==> src/rtci_pkg.sv <==
// Package: register map, field layout and event encodings of the clock interrupt sources
package rtci_pkg;

  // Register offsets (8-bit data on a plain register port)
  localparam logic [15:0] IRQ_FLAG_REG_ONE_OFS   = 16'hFFF6;
  localparam logic [15:0] CLOCK_CTRL_REG_TWO_OFS = 16'hFFE0;
  localparam logic [15:0] EVENT_STAT_OFS         = 16'hFFE1;

  // Flag bit inside the first interrupt flag register
  localparam int unsigned CLOCK_IRQ_FLAG_BIT = 0;

  // Enable field positions in the second clock control register
  localparam int unsigned SECOND_IRQ_EN_BIT   = 0;
  localparam int unsigned MINUTE_IRQ_EN_BIT   = 1;
  localparam int unsigned HOUR_IRQ_EN_BIT     = 2;
  localparam int unsigned DAY_IRQ_EN_BIT      = 3;
  localparam int unsigned WEEK_IRQ_EN_BIT     = 4;
  localparam int unsigned OVERFLOW_IRQ_EN_BIT = 5;

  // Reset values
  localparam logic [7:0] CLOCK_CTRL_REG_TWO_RST = 8'h00;
  localparam logic       CLOCK_IRQ_FLAG_RST     = 1'b0;
  localparam logic [7:0] UNMAPPED_READ_VAL      = 8'h00;

  // Number of interrupt sources
  localparam int unsigned NUM_SRC = 6;

  // Timebase events from the clock/calendar counters, one-cycle pulses
  typedef struct packed {
    logic overflow;   // Free-running counter wrapped
    logic dow_zero;   // Day-of-week counter became 0
    logic day_tick;   // Day-of-week counter advanced
    logic hour_tick;  // Hour counter advanced
    logic min_tick;   // Minute counter advanced
    logic sec_tick;   // Second counter advanced
  } rtci_evt_s;

  // Register port request
  typedef struct packed {
    logic [15:0] addr;
    logic [7:0]  wdata;
    logic        wr;
    logic        rd;
  } rtci_req_s;

endpackage : rtci_pkg

==> src/rtci_irq_top.sv <==
// Clock/calendar interrupt source logic with flag register and request output
//
// Operation
// - Six periodic sources, each with own enable
// - Any request sets the clock interrupt flag
// - Writing 0 clears the clock interrupt flag
// - Overflow enable gives request on counter wrap
// - Week enable gives request at weekday 0
// - Day enable gives request per day advance
// - Hour enable gives request per hour advance
// - Minute enable gives request per minute advance
// - Second enable gives request per second advance
module rtci_irq_top
  import rtci_pkg::*;
(
  input  wire logic                sys_clk_i,
  input  wire logic                resetn_i,
  input  wire rtci_pkg::rtci_evt_s evt_i,
  input  wire rtci_pkg::rtci_req_s req_i,
  output logic [7:0]               rdata_o,
  output logic                     irq_o
);
  import rtci_pkg::*;

  ////////////////////////////////////////////////////////////////////////////
  // State

  typedef struct packed {
    logic [7:0] ctrl_two;   // Second clock control register
    logic       flag;       // Clock interrupt flag
    logic [7:0] rdata;
    logic       irq;
  } rtci_state_s;

  rtci_state_s st_q;
  rtci_state_s st_d;
  logic        hit;
  logic [5:0]  last_src;

  // Address match helper, used for reads and writes
  function automatic logic is_addr(input logic [15:0] a, input logic [15:0] ofs);
    return a == ofs;
  endfunction : is_addr

  ////////////////////////////////////////////////////////////////////////////
  // Source gating

  rtci_src_sel u_sel (
    .sys_clk_i  (sys_clk_i),
    .resetn_i   (resetn_i),
    .evt_i      (evt_i),
    .enables_i  (st_q.ctrl_two),
    .hit_o      (hit),
    .last_src_o (last_src)
  );

  ////////////////////////////////////////////////////////////////////////////
  // Next state

  always_comb begin
    st_d       = st_q;
    st_d.rdata = UNMAPPED_READ_VAL;
    // Control writes; the block trusts software to set only one enable
    if (req_i.wr && is_addr(req_i.addr, CLOCK_CTRL_REG_TWO_OFS)) begin
      st_d.ctrl_two = {2'b00, req_i.wdata[5:0]};
    end
    if (req_i.wr && is_addr(req_i.addr, IRQ_FLAG_REG_ONE_OFS) &&
        !req_i.wdata[CLOCK_IRQ_FLAG_BIT]) begin
      st_d.flag = 1'b0;
    end
    // hit (registered one cycle after the event) sets flag, winning over a same-cycle clear
    if (hit) begin
      st_d.flag = 1'b1;
    end
    // Reads answer one cycle later; other offsets read zero
    if (req_i.rd) begin
      if (is_addr(req_i.addr, CLOCK_CTRL_REG_TWO_OFS)) begin
        st_d.rdata = st_q.ctrl_two;
      end else if (is_addr(req_i.addr, IRQ_FLAG_REG_ONE_OFS)) begin
        st_d.rdata = {7'h00, st_q.flag};
      end else if (is_addr(req_i.addr, EVENT_STAT_OFS)) begin
        st_d.rdata = {2'b00, last_src};
      end
    end
    st_d.irq = st_d.flag;
  end

  // State register
  always_ff @(posedge sys_clk_i or negedge resetn_i) begin
    if (!resetn_i) begin
      st_q.ctrl_two <= CLOCK_CTRL_REG_TWO_RST;
      st_q.flag     <= CLOCK_IRQ_FLAG_RST;
      st_q.rdata    <= 8'h00;
      st_q.irq      <= 1'b0;
    end else begin
      st_q <= st_d;
    end
  end

  assign rdata_o = st_q.rdata;
  assign irq_o   = st_q.irq;

  ////////////////////////////////////////////////////////////////////////////
  // Checks

  chk_flag_ovf_set: assert property (@(posedge sys_clk_i) disable iff (!resetn_i)
    evt_i.overflow && st_q.ctrl_two[OVERFLOW_IRQ_EN_BIT] |-> ##2 st_q.flag)
    else $error("overflow event did not set flag");

  chk_flag_week_set: assert property (@(posedge sys_clk_i) disable iff (!resetn_i)
    evt_i.dow_zero && st_q.ctrl_two[WEEK_IRQ_EN_BIT] |-> ##2 st_q.flag)
    else $error("week event did not set flag");

  chk_flag_day_set: assert property (@(posedge sys_clk_i) disable iff (!resetn_i)
    evt_i.day_tick && st_q.ctrl_two[DAY_IRQ_EN_BIT] |-> ##2 st_q.flag)
    else $error("day event did not set flag");

  chk_flag_hour_set: assert property (@(posedge sys_clk_i) disable iff (!resetn_i)
    evt_i.hour_tick && st_q.ctrl_two[HOUR_IRQ_EN_BIT] |-> ##2 st_q.flag)
    else $error("hour event did not set flag");

  chk_flag_min_set: assert property (@(posedge sys_clk_i) disable iff (!resetn_i)
    evt_i.min_tick && st_q.ctrl_two[MINUTE_IRQ_EN_BIT] |-> ##2 st_q.flag)
    else $error("minute event did not set flag");

  chk_flag_sec_set: assert property (@(posedge sys_clk_i) disable iff (!resetn_i)
    evt_i.sec_tick && st_q.ctrl_two[SECOND_IRQ_EN_BIT] |-> ##2 st_q.flag)
    else $error("second event did not set flag");

  chk_flag_no_cause: assert property (@(posedge sys_clk_i) disable iff (!resetn_i)
    $rose(st_q.flag) |-> $past(hit))
    else $error("flag rose without enabled event");

  chk_flag_set_src: assert property (@(posedge sys_clk_i) disable iff (!resetn_i)
    hit |=> st_q.flag)
    else $error("request did not set flag");

  chk_flag_clear: assert property (@(posedge sys_clk_i) disable iff (!resetn_i)
    req_i.wr && req_i.addr == IRQ_FLAG_REG_ONE_OFS && !req_i.wdata[0] && !hit |=> !st_q.flag)
    else $error("write of zero did not clear flag");

  chk_irq_follow: assert property (@(posedge sys_clk_i) disable iff (!resetn_i)
    irq_o == st_q.flag)
    else $error("request does not follow flag");

  ////////////////////////////////////////////////////////////////////////////
  // Check-side decode

  // Rebuilt apart from the next-state logic, so a slip in either one shows
  logic       mon_wr_ctrl;   // Write to the second control register
  logic       mon_wr_flag;   // Write to the first flag register
  logic       mon_clr_flag;  // That write carries a 0 in the flag bit
  logic       mon_rd_ctrl;
  logic       mon_rd_flag;
  logic       mon_rd_stat;
  logic       mon_rd_other;  // Read of an offset the block does not map
  logic [5:0] mon_evt_vec;   // Events at their enable bit positions
  logic [5:0] mon_en_evt;    // Events whose enable is set

  // Port strobes against the register map
  assign mon_wr_ctrl  = req_i.wr && (req_i.addr == CLOCK_CTRL_REG_TWO_OFS);
  assign mon_wr_flag  = req_i.wr && (req_i.addr == IRQ_FLAG_REG_ONE_OFS);
  assign mon_clr_flag = mon_wr_flag && !req_i.wdata[CLOCK_IRQ_FLAG_BIT];
  assign mon_rd_ctrl  = req_i.rd && (req_i.addr == CLOCK_CTRL_REG_TWO_OFS);
  assign mon_rd_flag  = req_i.rd && (req_i.addr == IRQ_FLAG_REG_ONE_OFS);
  assign mon_rd_stat  = req_i.rd && (req_i.addr == EVENT_STAT_OFS);
  assign mon_rd_other = req_i.rd && !mon_rd_ctrl && !mon_rd_flag && !mon_rd_stat;

  // Events placed by field name, not by struct order, to catch a mix-up
  always_comb begin
    mon_evt_vec                      = '0;
    mon_evt_vec[OVERFLOW_IRQ_EN_BIT] = evt_i.overflow;
    mon_evt_vec[WEEK_IRQ_EN_BIT]     = evt_i.dow_zero;
    mon_evt_vec[DAY_IRQ_EN_BIT]      = evt_i.day_tick;
    mon_evt_vec[HOUR_IRQ_EN_BIT]     = evt_i.hour_tick;
    mon_evt_vec[MINUTE_IRQ_EN_BIT]   = evt_i.min_tick;
    mon_evt_vec[SECOND_IRQ_EN_BIT]   = evt_i.sec_tick;
  end

  // Enabled events as the selector should see them in this cycle
  assign mon_en_evt = mon_evt_vec & st_q.ctrl_two[5:0];

  ////////////////////////////////////////////////////////////////////////////
  // Checks: source selection

  // A hit follows an enabled event by one cycle, and nothing else makes one
  chk_src_hit_set: assert property (@(posedge sys_clk_i) disable iff (!resetn_i)
    mon_en_evt != 6'h00 |=> hit)
    else $error("enabled event gave no hit");

  chk_src_hit_cause: assert property (@(posedge sys_clk_i) disable iff (!resetn_i)
    hit |-> $past(mon_en_evt != 6'h00))
    else $error("hit without enabled event");

  chk_src_off_quiet: assert property (@(posedge sys_clk_i) disable iff (!resetn_i)
    mon_evt_vec != 6'h00 && mon_en_evt == 6'h00 |=> !hit)
    else $error("disabled event gave a hit");

  // Each enabled event marks its own bit in the status register
  chk_stat_ovf_bit: assert property (@(posedge sys_clk_i) disable iff (!resetn_i)
    evt_i.overflow && st_q.ctrl_two[OVERFLOW_IRQ_EN_BIT] |=> last_src[OVERFLOW_IRQ_EN_BIT])
    else $error("overflow event not marked in status");

  chk_stat_week_bit: assert property (@(posedge sys_clk_i) disable iff (!resetn_i)
    evt_i.dow_zero && st_q.ctrl_two[WEEK_IRQ_EN_BIT] |=> last_src[WEEK_IRQ_EN_BIT])
    else $error("week event not marked in status");

  chk_stat_day_bit: assert property (@(posedge sys_clk_i) disable iff (!resetn_i)
    evt_i.day_tick && st_q.ctrl_two[DAY_IRQ_EN_BIT] |=> last_src[DAY_IRQ_EN_BIT])
    else $error("day event not marked in status");

  chk_stat_hour_bit: assert property (@(posedge sys_clk_i) disable iff (!resetn_i)
    evt_i.hour_tick && st_q.ctrl_two[HOUR_IRQ_EN_BIT] |=> last_src[HOUR_IRQ_EN_BIT])
    else $error("hour event not marked in status");

  chk_stat_min_bit: assert property (@(posedge sys_clk_i) disable iff (!resetn_i)
    evt_i.min_tick && st_q.ctrl_two[MINUTE_IRQ_EN_BIT] |=> last_src[MINUTE_IRQ_EN_BIT])
    else $error("minute event not marked in status");

  chk_stat_sec_bit: assert property (@(posedge sys_clk_i) disable iff (!resetn_i)
    evt_i.sec_tick && st_q.ctrl_two[SECOND_IRQ_EN_BIT] |=> last_src[SECOND_IRQ_EN_BIT])
    else $error("second event not marked in status");

  // Status keeps the last source while no enabled event arrives
  chk_stat_keep: assert property (@(posedge sys_clk_i) disable iff (!resetn_i)
    mon_en_evt == 6'h00 |=> $stable(last_src))
    else $error("status changed without enabled event");

  ////////////////////////////////////////////////////////////////////////////
  // Checks: flag and request

  // Set wins over a clear in the same cycle
  chk_flag_set_wins: assert property (@(posedge sys_clk_i) disable iff (!resetn_i)
    hit && mon_clr_flag |=> st_q.flag)
    else $error("clear beat a same-cycle event");

  // Once set, only a write of 0 in the flag bit takes the flag down
  chk_flag_hold: assert property (@(posedge sys_clk_i) disable iff (!resetn_i)
    st_q.flag && !mon_clr_flag |=> st_q.flag)
    else $error("flag dropped without a clearing write");

  chk_flag_one_write: assert property (@(posedge sys_clk_i) disable iff (!resetn_i)
    mon_wr_flag && req_i.wdata[CLOCK_IRQ_FLAG_BIT] |=> st_q.flag == ($past(st_q.flag) || $past(hit)))
    else $error("write of one changed the flag");

  // Without an event the flag cannot come up
  chk_flag_stay_low: assert property (@(posedge sys_clk_i) disable iff (!resetn_i)
    !st_q.flag && !hit |=> !st_q.flag)
    else $error("flag rose without a hit");

  // Request edges each have their own cause one cycle earlier
  chk_irq_rise_cause: assert property (@(posedge sys_clk_i) disable iff (!resetn_i)
    $rose(irq_o) |-> $past(hit))
    else $error("request rose without a hit");

  chk_irq_fall_cause: assert property (@(posedge sys_clk_i) disable iff (!resetn_i)
    $fell(irq_o) |-> $past(mon_clr_flag && !hit))
    else $error("request fell without a clearing write");

  chk_irq_hold_set: assert property (@(posedge sys_clk_i) disable iff (!resetn_i)
    irq_o && !mon_clr_flag |=> irq_o)
    else $error("request dropped while flag set");

  chk_irq_low_quiet: assert property (@(posedge sys_clk_i) disable iff (!resetn_i)
    !irq_o && !hit |=> !irq_o)
    else $error("request raised without a hit");

  ////////////////////////////////////////////////////////////////////////////
  // Checks: register port

  // Control register takes the six enable bits, upper two read as 0
  chk_ctrl_write: assert property (@(posedge sys_clk_i) disable iff (!resetn_i)
    mon_wr_ctrl |=> st_q.ctrl_two == {2'b00, $past(req_i.wdata[5:0])})
    else $error("control write not taken");

  chk_ctrl_keep: assert property (@(posedge sys_clk_i) disable iff (!resetn_i)
    !mon_wr_ctrl |=> $stable(st_q.ctrl_two))
    else $error("control changed without a write");

  chk_ctrl_top_zero: assert property (@(posedge sys_clk_i) disable iff (!resetn_i)
    st_q.ctrl_two[7:6] == 2'b00)
    else $error("control upper bits not zero");

  // Read data stand for one cycle after the strobe, then return to 0
  chk_rdata_ctrl: assert property (@(posedge sys_clk_i) disable iff (!resetn_i)
    mon_rd_ctrl |=> rdata_o == $past(st_q.ctrl_two))
    else $error("control read data wrong");

  chk_rdata_flag: assert property (@(posedge sys_clk_i) disable iff (!resetn_i)
    mon_rd_flag |=> rdata_o[CLOCK_IRQ_FLAG_BIT] == $past(st_q.flag))
    else $error("flag read data wrong");

  chk_rdata_stat: assert property (@(posedge sys_clk_i) disable iff (!resetn_i)
    mon_rd_stat |=> rdata_o == {2'b00, $past(last_src)})
    else $error("status read data wrong");

  chk_rdata_other: assert property (@(posedge sys_clk_i) disable iff (!resetn_i)
    mon_rd_other |=> rdata_o == UNMAPPED_READ_VAL)
    else $error("unmapped read data not zero");

  chk_rdata_idle: assert property (@(posedge sys_clk_i) disable iff (!resetn_i)
    !req_i.rd |=> rdata_o == UNMAPPED_READ_VAL)
    else $error("read data held past one cycle");

endmodule : rtci_irq_top

==> src/rtci_src_sel.sv <==
// Source selection: gates timebase events by their enable bits
module rtci_src_sel
  import rtci_pkg::*;
(
  input  wire logic                sys_clk_i,
  input  wire logic                resetn_i,
  input  wire rtci_pkg::rtci_evt_s evt_i,
  input  wire logic [7:0]          enables_i,
  output logic                     hit_o,
  output logic [5:0]               last_src_o
);
  import rtci_pkg::*;

  typedef struct packed {
    logic       hit;
    logic [5:0] last_src;
  } rtci_sel_state_s;

  rtci_sel_state_s st_q;
  rtci_sel_state_s st_d;
  logic [5:0]      gated;

  // Per-source gating, each event placed at its own enable bit by name
  always_comb begin
    gated                      = '0;
    gated[OVERFLOW_IRQ_EN_BIT] = evt_i.overflow & enables_i[OVERFLOW_IRQ_EN_BIT];
    gated[WEEK_IRQ_EN_BIT]     = evt_i.dow_zero & enables_i[WEEK_IRQ_EN_BIT];
    gated[DAY_IRQ_EN_BIT]      = evt_i.day_tick & enables_i[DAY_IRQ_EN_BIT];
    gated[HOUR_IRQ_EN_BIT]     = evt_i.hour_tick & enables_i[HOUR_IRQ_EN_BIT];
    gated[MINUTE_IRQ_EN_BIT]   = evt_i.min_tick & enables_i[MINUTE_IRQ_EN_BIT];
    gated[SECOND_IRQ_EN_BIT]   = evt_i.sec_tick & enables_i[SECOND_IRQ_EN_BIT];
    st_d     = st_q;
    st_d.hit = |gated;
    // Remember which source fired last, for software diagnosis
    if (|gated) begin
      st_d.last_src = gated;
    end
  end

  // State register
  always_ff @(posedge sys_clk_i or negedge resetn_i) begin
    if (!resetn_i) begin
      st_q <= '0;
    end else begin
      st_q <= st_d;
    end
  end

  assign hit_o      = st_q.hit;
  assign last_src_o = st_q.last_src;

endmodule : rtci_src_sel

==> config.mk <==
export PLATFORM = sky130hd
export DESIGN_NAME = rtci_irq_top
export DESIGN_NICKNAME = d
export VERILOG_FILES = /design/src/rtci_pkg.sv /design/src/rtci_irq_top.sv /design/src/rtci_src_sel.sv
export SDC_FILE = /design/constraint.sdc
export NUM_CORES = 1
export LEC_CHECK = 0
export BUFFER_PORTS_ARGS = -buffer_cell sky130_fd_sc_hd__buf_2
export CAP_MARGIN = 20
export CORE_ASPECT_RATIO = 0.75
export CORE_MARGIN = 2
export CORE_UTILIZATION = 45
export DETAILED_ROUTE_END_ITERATION = 16
export GPL_ROUTABILITY_DRIVEN = 0
export PLACE_DENSITY = 0.77
export SLEW_MARGIN = 10
export SYNTH_ARGS = -nofsm -noshare
export SYNTH_HDL_FRONTEND = slang
export SYNTH_SLANG_ARGS = --single-unit
==> constraint.sdc <==
create_clock -name sys_clk_i -period 1.3 [get_ports sys_clk_i]
set_input_delay 0.13 -clock sys_clk_i [delete_from_list [all_inputs] [get_ports sys_clk_i]]
set_output_delay 0.13 -clock sys_clk_i [all_outputs]
set_load 0.02 [all_outputs]
* Word-level counts from Yosys, hierarchy flattened *
Index checks and enable logic that the tools add are counted.
Widths: inputs -> output; s select.

storage, ports and cells
  word-level logic and storage cells = 26
  flip-flop bits (word level) = 22
  output and inout bits = 9
  memories = 0
  latch bits = 0
  RAM bits = 0
  input bits = 34
  memory bits (read-only) = 0

operators by class
  eq/ne operators = 3
  reduce and logical (&&, ||, !) cells = 6
  bitwise logic cells = 6
  shift-type cells = 0
  $lt $le $gt $ge = 0
  $add $sub $neg = 0
  multiplexer cells = 6
  divide/modulo/power cells = 0
  multipliers = 0

operators by type and width
  cell                  number
  $eq 16x16->1 const B  3
  $mux 6                4
  $and 1x1->1           6
  $reduce_or 6->1       1
  $logic_and 1x1->1     3
  $mux 1                2
  $reduce_bool 2->1     1
  $logic_not 1->1       1

* Longest topological paths before layout *
Gate-level depths: netlist of the first run.

  depth after elaboration = 5
  mapped depth = 5
  mapped depth without buffers = 4

* Hierarchy *
A second synthesis of the first run with hierarchy kept.

unflattened totals
  cells, all modules = 85
  area, all modules = 1,028.5 µm²

by module, submodules not included
  module        seq. area each (µm²)  area an instance (µm²)  cells an instance  times used
  rtci_irq_top  325.3                 699.4                   57                 1
  rtci_src_sel  175.2                 329.1                   28                 1

* Worst setup path after synthesis of the first run *
Ideal clock, no wire load.

  path type = input-to-reg
  start = in req_i[18] (netlist name)
  end = reg st_q[10] (netlist name)
  buffers on the path = 1
  stages on the path = 5
  arrival time = 1.080 ns
  slack = 0.095 ns
  required time = 1.175 ns
  library setup time = 0.125 ns
  cell sequence = nand4_1 -> nor3_2 -> and4b_1 -> buf_6 -> mux2_4

on the way
  word-level cells in the longest chain between the ends = 2

ends and longest elaborated chain
  item                    line                RTL
  start: declaration      rtci_irq_top.sv:19  input wire rtci_pkg::rtci_req_s req_i,
  $eq 16x16->1            -
  $logic_and 1x1->1       -
  end signal: assignment  rtci_irq_top.sv:96  st_q <= st_d;
  end: declaration        rtci_irq_top.sv:35  rtci_state_s st_q;

No other way between the ends.
A chain may end at the register's enable or synchronous reset.

* Final worst setup path of the first run *
  start = reg st_q[15] (netlist name)
  end = reg u_sel.st_q, in the netlist u_sel.last_src_o[4]

on the way
  word-level cells in the longest chain between the ends = 2

ends and longest elaborated chain
  item                    line                RTL
  $and 1x1->1             rtci_src_sel.sv:26  gated[OVERFLOW_IRQ_EN_BIT] = evt_i.overflow & enables_i[OVERFLOW_IRQ_EN_BIT];
  $reduce_or 6->1         rtci_src_sel.sv:35  if (|gated) begin
  end signal: assignment  rtci_src_sel.sv:45  st_q <= st_d;
  end: declaration        rtci_src_sel.sv:19  rtci_sel_state_s st_q;

No other way between the ends.

==> results of run 1 <==
## power by group
part           internal, mW  switching (mW)  leakage [nW]  total [mW]
sequential            0.624         0.00129         0.279       0.625
clock                 0.312           0.186        0.0279       0.498
combinational        0.0514          0.0532         0.379       0.105
## sequential cells by signal, indices dropped and copies added, names as in the netlist
signal,cells
rdata_o,6
st_q,6
u_sel.last_src_o,6
irq_o,1
u_sel.hit_o,1
## through the flow
stage / utilization [%] / setup TNS (ns) / instance area (um2) / instances
final: 63.60 / -0.008066 / 1281 / 144
after floorplan: - / 0 / 962.2 / 75
after detailed placement: 59.63 / -1.171 / 1201 / 138
after CTS: 63.60 / -0.001157 / 1281 / 144
after global placement: 59.63 / -0.5428 / 1201 / 138
after global routing: 63.60 / -0.3314 / 1281 / 144
## timing repair
item | 4_1_cts | 5_1_grt
buffers inserted | 1 | 0
pin swaps | 0 | 1
setup endpoints to repair | 6 | 6
hold buffers | 1 | 0
gates resized for setup | 2 | 0
endpoints found under the hold margin | 20 | 0
## cell type report
| class | instances | area [um2] |
|---|---|---|
| clock buffers | 3 | 22.52 |
| clock inverters | 1 | 30.03 |
| fillers | 168 | 733.2 |
| inverters | 1 | 3.754 |
| multi-input cells | 44 | 391.6 |
| flip-flops and latches | 20 | 500.5 |
| well taps | 24 | 30.03 |
| repair buffers | 51 | 302.8 |
## how the worst min path moves through the flow
stage,start,end,slack (ns),cells after the start
floorplan,resetn_i,irq_o$_DFFE_PN0P_,-0.17,0
global placement,resetn_i,rdata_o[0]$_DFF_PN0_,0.08,1
detailed placement,resetn_i,rdata_o[0]$_DFF_PN0_,0.09,1
CTS,req_i[4],st_q[12]$_DFFE_PN0P_,0.05,2
global route,req_i[4],st_q[12]$_DFFE_PN0P_,0.04,2
finish,req_i[4],st_q[12]$_DFFE_PN0P_,0.05,2
## per-layer routing
layer | GRT usage, % | vias to the layer above
met2 | 34.25 | 33
met5 | 0 | -
li1 | - | 356
met1 | 22.14 | 359
met4 | 5.581 | 0
met3 | 5.672 | 0
## logic make-up (layout without fill, tap and decap cells)
| family | Yosys count | in the layout | share of synthesized area (%) |
|---|---|---|---|
| and+or+nand+nor | 20 | 20 | 14.23 |
| buffers and inverters | 11 | 56 | 8.354 |
| other | 1 | 2 | 0.3913 |
| muxes | 11 | 11 | 14.62 |
| AOI/OAI and AO/OA | 11 | 11 | 10.18 |
| DFF | 20 | 20 | 52.22 |
## Yosys cell counts
library cell,instances
a21o_1,1
a221oi_2,1
a22o_1,6
a22oi_1,3
and4b_1,2
buf_2,1
buf_4,8
buf_6,1
conb_1,1
dfrtp_1,20
inv_1,1
mux2_4,6
mux2i_1,5
nand2_1,2
nand2b_1,1
nand4_1,3
nand4b_1,2
nor2_1,5
nor3_2,1
nor3_4,1
nor3b_1,2
nor4_1,1
==> impl_metrics.tcl, run 1 <==
set metrics [dict create \
    outcome "finished with violations" \
    violated_checks "negative setup slack" \
    path_class "reg -> reg" \
    pnr_worst_setup_slack_ns -0.004233 \
    slowest_stage "dfrtp_1" \
    dr_wl_met2_mm 1.141 \
    detailedPlacementHpwl_mm 1.661 \
    regToRegStartpoint "st_q[15]$_DFFE_PN0P_" \
    yosys_register_bits 20 \
    timing.critical_path.from_type "flop" \
    drt-vias-per-instance 5.194 \
    io-pin-count 43 \
    power.density_nw_per_um2 958.1 \
    report.power.total_mw 1.228 \
    p_leak_nw 0.6863 \
    worst_skew_pair.late_latency_ns 0.30 \
    min_delay_path_class "in -> reg" \
    seq_area_frac_synth_pct 52.22 \
    critical_path.startpoint "st_q[15]$_DFFE_PN0P_" \
    cts_inserted_buffers 3 \
    maximum_number_of_pins_on_one_net_before_global_route_repair 21 \
    ys_top_cells_by_area "dfrtp_1, mux2_4, buf_4" \
    grt_antenna_before_repair 0 \
    setup-violations-final 2 \
    grt.overflow.total 0 \
    first_iter_violations 19 \
    netlist.area_leader.share_pct 52.22 \
    grt_setup_unrepaired "yes" \
    tritoncts "built" \
    die_h_um 43.97 \
    cts_num_sinks 20 \
    area_delta_synth_final_pct 33.68 \
    fin_skew_ns 0.01079 \
    grt_first_pass_wirelength_mm 3.415 \
    post_route_cells_drive_above_1_share_pct 54.17 \
    fmaxAchievable_ghz 0.7667 \
    whs_ns 0.05124 \
    worst_ep_arrival_time_ns 1.54 \
    report.final.hold_viol_count 0 \
    worstPathRequired_ns 1.54 \
    vdd_ir_max_v 0.001095 \
    reg2reg_depth 5 \
    finalMaxSlewViolations 0 \
    vias 748 \
    met1Wirelength_um 828 \
    finalCritPeriodShare_pct 100.3 \
    htree_num_levels 1 \
    syn-mean-instance-area_um2 12.95 \
    grt.total_usage_pct 19.00 \
    r2r-end "u_sel.last_src_o[4]$_DFFE_PN0P_" \
    layout.cells.most_common_list "buf_2, dfrtp_1, buf_4, a22o_1, mux2_4" \
    drt.antenna.violating_nets 0 \
    worstPathMaxFanout 3 \
    antenna-diode-count 0 \
    route.final.wire_length_mm 2.119 \
    timing.final.crit_period_ns 1.304 \
    synth.yosys.warnings 0 \
    critical_path.cell_chain "a22oi_2, nand2_1, a221oi_2, buf_4, a22o_1" \
    floorplan.initialDensity_pct 47.58 \
    first_global_vias 762 \
    port-buffer-count 38 \
    endpoint_kind "flop" \
    clock_tree.root_cell "clkbuf_4" \
    synth_area_leader_cell "dfrtp_1" \
    clk_pin_slew_ns 0.11 \
    routed-wl-met3_um 149 \
    synthesis.area_um2 958.4 \
    preCtsSetupSlack_ns -0.1789 \
    worstSetupEndpoint "u_sel.last_src_o[4]$_DFFE_PN0P_" \
    floorplan.die.width_um 57.29 \
    top_layer "met3" \
    timing.critical_path.slowest_cell_delay_ns 0.43 \
    reg2reg_slack_ns -0.004 \
    worstPathBufferInverterCount 1 \
    route.detailed.drc 0 \
    cp_top_family "compound AO/OA/AOI/OAI gates" \
    cap_violations 0 \
    wl_per_cell_um 14.72 \
    mostFrequentLayoutCell "buf_2" \
    floorplan.rows 14 \
    fin_nets 155 \
    synthesis.instances 74 \
    core_region_area_um2 2014 \
    die_area_um2 2519 \
    synth_cell_type_count 22 \
    critical_path_depth 5 \
    drt_pre_antenna_iters 4 \
    clock_path_buffers 2 \
]
Note: power is estimated with default switching activity, not from simulation.
==> run 2, diff against run 1 <==
==> constraint.sdc (replaced) <==
create_clock -name sys_clk_i -period 1.2 [get_ports sys_clk_i]
set_input_delay 0.12 -clock sys_clk_i [delete_from_list [all_inputs] [get_ports sys_clk_i]]
set_output_delay 0.12 -clock sys_clk_i [all_outputs]
set_load 0.02 [all_outputs]
==> impl_metrics.tcl, run 2 (synthesis results as in run 1) <==
set metrics [dict create \
    outcome "finished with violations" \
    violated_checks "negative setup slack" \
    htree_num_levels 1 \
    slowest_stage "dfrtp_1" \
    port-buffer-count 38 \
    vias 727 \
    timing.critical_path.slowest_cell_delay_ns 0.41 \
    critical_path.cell_chain "a22oi_2, nand2_1, a221oi_2, buf_4, a22o_1" \
    grt.total_usage_pct 19.23 \
    maximum_number_of_pins_on_one_net_before_global_route_repair 21 \
    number_of_fill_cells_in_the_layout 165 \
    finalMaxSlewViolations 0 \
    grt_antenna_before_repair 0 \
    clk_pin_slew_ns 0.11 \
    drt-vias-per-instance 5.084 \
    antenna-diode-count 0 \
    report.final.hold_viol_count 0 \
    grt.overflow.total 0 \
    post_route_cells_drive_above_1_share_pct 53.78 \
    die_area_um2 2519 \
    route.final.wire_length_mm 2.063 \
    worst_skew_pair.late_latency_ns 0.30 \
    setup-violations-final 6 \
    regArea_um2 500.5 \
    mostFrequentLayoutCell "buf_2" \
    cp_top_family "compound AO/OA/AOI/OAI gates" \
    floorplan.rows 14 \
    preCtsSetupSlack_ns -0.2093 \
    timing.critical_path.from_type "flop" \
    fin_nets 154 \
    path_class "reg -> reg" \
    floorplan.initialDensity_pct 47.58 \
    route.detailed.drc 0 \
    power.density_nw_per_um2 947.2 \
    floorplan.die.width_um 57.29 \
    final_core_util_pct 61.80 \
    report.power.total_mw 1.179 \
    pnr_worst_setup_slack_ns -0.09231 \
    whs_ns 0.04321 \
    worstPathRequired_ns 1.44 \
    finalCritPeriodShare_pct 107.7 \
    worstPathBufferInverterCount 1 \
    min_delay_path_class "in -> reg" \
    grt_first_pass_wirelength_mm 3.581 \
    multi_input_comb_area_um2 391.6 \
    post-place-cells 137 \
    clock_tree.root_cell "clkbuf_4" \
    fin_skew_ns 0.006315 \
    first_global_vias 776 \
    core_region_area_um2 2014 \
    vdd_ir_max_v 0.0006852 \
    detailedPlacementHpwl_mm 1.693 \
    drt_pre_antenna_iters 4 \
    endpoint_kind "flop" \
    fmaxAchievable_ghz 0.7738 \
    die_h_um 43.97 \
    worstPathMaxFanout 6 \
    cap_violations 0 \
    timing.final.crit_period_ns 1.292 \
    drt.antenna.violating_nets 0 \
    cts_inserted_buffers 3 \
    wl_per_cell_um 14.43 \
    grt_setup_unrepaired "yes" \
    io-pin-count 43 \
    tritoncts "built" \
    layout.cells.most_common_list "buf_2, dfrtp_1, buf_4, a22o_1, mux2_4" \
    area_delta_synth_final_pct 29.90 \
    layoutNonFillerInstCount 143 \
    cts_num_sinks 20 \
    clock_path_buffers 2 \
    worst_ep_arrival_time_ns 1.54 \
    p_leak_nw 0.6721 \
    first_iter_violations 6 \
]
[run 2: area by class of cell]
class | count | share of cell area, %
Sequential cell | 20 | 40.20
Clock buffer | 4 | 2.915
Tap cell | 24 | 2.412
Inverter | 1 | 0.3015
Timing Repair Buffer | 50 | 22.71
Multi-Input combinational cell | 44 | 31.46
[run 2: path summary, 6_finish.rpt]
check	from	endpoint	slack (ns)	cells past startpoint
max in group asynchronous	resetn_i	st_q[15]$_DFFE_PN0P_	0.63	2
min	req_i[5]	st_q[13]$_DFFE_PN0P_	0.04	2
max reg2reg	st_q[14]$_DFFE_PN0P_	u_sel.last_src_o[4]$_DFFE_PN0P_	-0.09	5
min reg2reg	u_sel.hit_o$_DFF_PN0_	irq_o$_DFFE_PN0P_	0.45	1
min in group asynchronous	resetn_i	st_q[10]$_DFFE_PN0P_	0.27	2
max	st_q[14]$_DFFE_PN0P_	u_sel.last_src_o[4]$_DFFE_PN0P_	-0.09	5
[run 2: report_power, final]
| part | internal [mW] | switching [mW] | leakage [nW] | total, mW |
|---|---|---|---|---|
| Sequential | 0.675 | 0.00125 | 0.279 | 0.677 |
| Combinational | 0.0567 | 0.0585 | 0.372 | 0.115 |
| Clock | 0.185 | 0.202 | 0.0210 | 0.387 |
| Total | 0.917 | 0.262 | 0.672 | 1.18 |
[run 2: metal layers]
metal / routed length [um] / part of all wire [%] / vias up / GRT usage [%]
met2: 1053 / 51 / 20 / 33.56
met1: 916 / 44 / 353 / 24.14
met5: 0 / 0 / - / 0
li1: - / - / 354 / -
met3: 92 / 4.5 / 0 / 6.567
met4: 0 / 0 / 0 / 2.326
[run 2: worst register-to-register path: cells and delay by family (launching register included)]
family	cells	cell delay, ns
AOI/OAI and AO/OA	3	0.54
DFF	1	0.41
buffers and inverters	1	0.20
and+or+nand+nor	1	0.09
[run 2: stage by stage]
step / instance area [um2] / setup TNS, ns
after global routing: 1245 / -0.7007
after global placement: 1181 / -1.145
final: 1245 / -0.3903
after floorplan: 962.2 / 0
after detailed placement: 1181 / -1.718
after CTS: 1245 / -0.1931
[run 2: timing repair]
item                                    in CTS  in global routing
setup buffers                                1                  0
endpoints found under the setup margin       6                  7
endpoints found under the hold margin       20                  0
resized for setup                            2                  0
pin swaps                                    6                  1
hold buffers                                 1                  0
==> run 3, diff against run 2 <==
--- a/config.mk
+++ b/config.mk
@@ -8,7 +8,6 @@
 export BUFFER_PORTS_ARGS = -buffer_cell sky130_fd_sc_hd__buf_2
 export CAP_MARGIN = 20
 export CORE_ASPECT_RATIO = 0.75
-export CORE_MARGIN = 2
 export CORE_UTILIZATION = 45
 export DETAILED_ROUTE_END_ITERATION = 16
 export GPL_ROUTABILITY_DRIVEN = 0
==> impl_metrics.tcl, run 3 (synthesis results as in run 1) <==
set metrics [dict create \
    fin_nets 153 \
    grt_antenna_before_repair 0 \
    finalMaxSlewViolations 0 \
    worst_ep_arrival_time_ns 1.50 \
    vdd_ir_max_v 0.0006788 \
    worstPathRequired_ns 1.45 \
    vias 723 \
    fin_skew_ns 0.004688 \
    htree_num_levels 1 \
    port-buffer-count 38 \
    wl_per_cell_um 13.68 \
    mostFrequentLayoutCell "buf_2" \
    min_delay_path_class "in -> reg" \
    floorplan.initialDensity_pct 47.58 \
    detailedPlacementHpwl_mm 1.535 \
    fmaxAchievable_ghz 0.7998 \
    regToRegStartpoint "st_q[15]$_DFFE_PN0P_" \
    whs_ns 0.04277 \
    io-pin-count 43 \
    critical_path.startpoint "st_q[15]$_DFFE_PN0P_" \
    path_class "reg -> reg" \
    clk_pin_slew_ns 0.11 \
    cap_violations 0 \
    area_delta_synth_final_pct 29.90 \
    p_leak_nw 0.6693 \
    number_of_fill_cells_in_the_layout 158 \
    worstPathMaxFanout 5 \
    die_h_um 41.97 \
    endpoint_kind "flop" \
    first_global_vias 712 \
    pnr_worst_setup_slack_ns -0.05024 \
    violated_checks "negative setup slack" \
    post_route_cells_drive_above_1_share_pct 52.54 \
    worst_skew_pair.late_latency_ns 0.31 \
    grt_setup_unrepaired "yes" \
    reg2reg_slack_ns -0.05 \
    report.final.hold_viol_count 0 \
    outcome "finished with violations" \
    floorplan.rows 14 \
    route.detailed.drc 0 \
    drt.antenna.violating_nets 0 \
    route.final.wire_length_mm 1.943 \
    worstSetupEndpoint "u_sel.last_src_o[4]$_DFFE_PN0P_" \
    drt_pre_antenna_iters 4 \
    r2r-end "u_sel.last_src_o[4]$_DFFE_PN0P_" \
    drt-vias-per-instance 5.092 \
    clock_tree.root_cell "clkbuf_4" \
    report.power.total_mw 1.178 \
    antenna-diode-count 0 \
    timing.critical_path.from_type "flop" \
    clock_path_buffers 2 \
    grt.total_usage_pct 18.42 \
    grt_first_pass_wirelength_mm 3.139 \
    timing.final.crit_period_ns 1.250 \
    layout.cells.most_common_list "buf_2, dfrtp_1, buf_4, a22o_1, mux2_4" \
    maximum_number_of_pins_on_one_net_before_global_route_repair 21 \
    cts_num_sinks 20 \
    first_iter_violations 18 \
    final_core_util_pct 61.80 \
    finalCritPeriodShare_pct 104.2 \
    setup-violations-final 4 \
    tritoncts "built" \
    core_region_area_um2 2014 \
    cts_inserted_buffers 3 \
    floorplan.die.width_um 55.29 \
    grt.overflow.total 0 \
    power.density_nw_per_um2 946.1 \
    cts.repair_timing.setup_buffer_count 0 \
    reg2reg_depth 5 \
    die_area_um2 2320 \
]
==> run 3: changes by cell type in the layout (fill, tap and decap cells not counted) <==
cell     delta
a22oi_1     +1
a22oi_2     -1
buf_12      +1
buf_4       -2
==> run 3: where the power goes <==
part | switching, mW | internal (mW) | total (mW)
clock | 0.204 | 0.185 | 0.389
sequential | 0.00116 | 0.675 | 0.677
combinational | 0.0572 | 0.0547 | 0.112
==> run 3: final cells by class <==
cell class | count | area [um2] | area share, %
Clock buffer | 4 | 36.28 | 2.915
Inverter | 1 | 3.754 | 0.3015
Multi-Input combinational cell | 44 | 386.6 | 31.06
Sequential cell | 20 | 500.5 | 40.20
Tap cell | 24 | 30.03 | 2.412
Timing Repair Buffer | 49 | 287.8 | 23.12
==> run 3: worst max-delay path, stage by stage (launching register included) <==
cell and delay [ns]:
dfrtp_1 0.41, a22oi_1 0.18, nand2_1 0.08, a221oi_2 0.20, buf_4 0.19, a22o_1 0.13
==> run 3: per-stage QoR <==
step / setup TNS (ns) / worst slack, ns / std cells / area [um2]
floorplan: 0 / 0.005227 / 75 / 962.2
global route: -0.5161 / -0.1023 / 142 / 1245
finish: -0.1702 / -0.05024 / 142 / 1245
global placement: -1.000 / -0.1636 / 137 / 1194
detailed placement: -1.247 / -0.2022 / 137 / 1194
CTS: -0.1860 / -0.04974 / 142 / 1245
==> run 3: timing repair <==
item | in CTS | in global routing
hold buffers | 1 | 0
hold endpoints to repair | 20 | 0
pin swaps | 2 | 3
endpoints found under the setup margin | 7 | 7
cloned | 0 | 0
resized for setup | 1 | 0
==> run 3: metal layers <==
| layer | part of all wire (%) | GRT usage [%] | vias to the layer above |
|---|---|---|---|
| li1 | - | - | 353 |
| met1 | 45 | 22.92 | 340 |
| met2 | 49 | 29.88 | 23 |
| met3 | 4.2 | 6.854 | 7 |
| met4 | 1.9 | 6.000 | 0 |
| met5 | 0 | 0 | - |
==> run 3: worst min-delay path by stage <==
stage,from,to,cells after the start
after floorplan,resetn_i,irq_o$_DFFE_PN0P_,0
after global placement,resetn_i,rdata_o[0]$_DFF_PN0_,1
after detailed placement,resetn_i,rdata_o[0]$_DFF_PN0_,1
after CTS,req_i[5],st_q[13]$_DFFE_PN0P_,2
after global routing,req_i[6],st_q[14]$_DFFE_PN0P_,2
final,req_i[5],st_q[13]$_DFFE_PN0P_,2
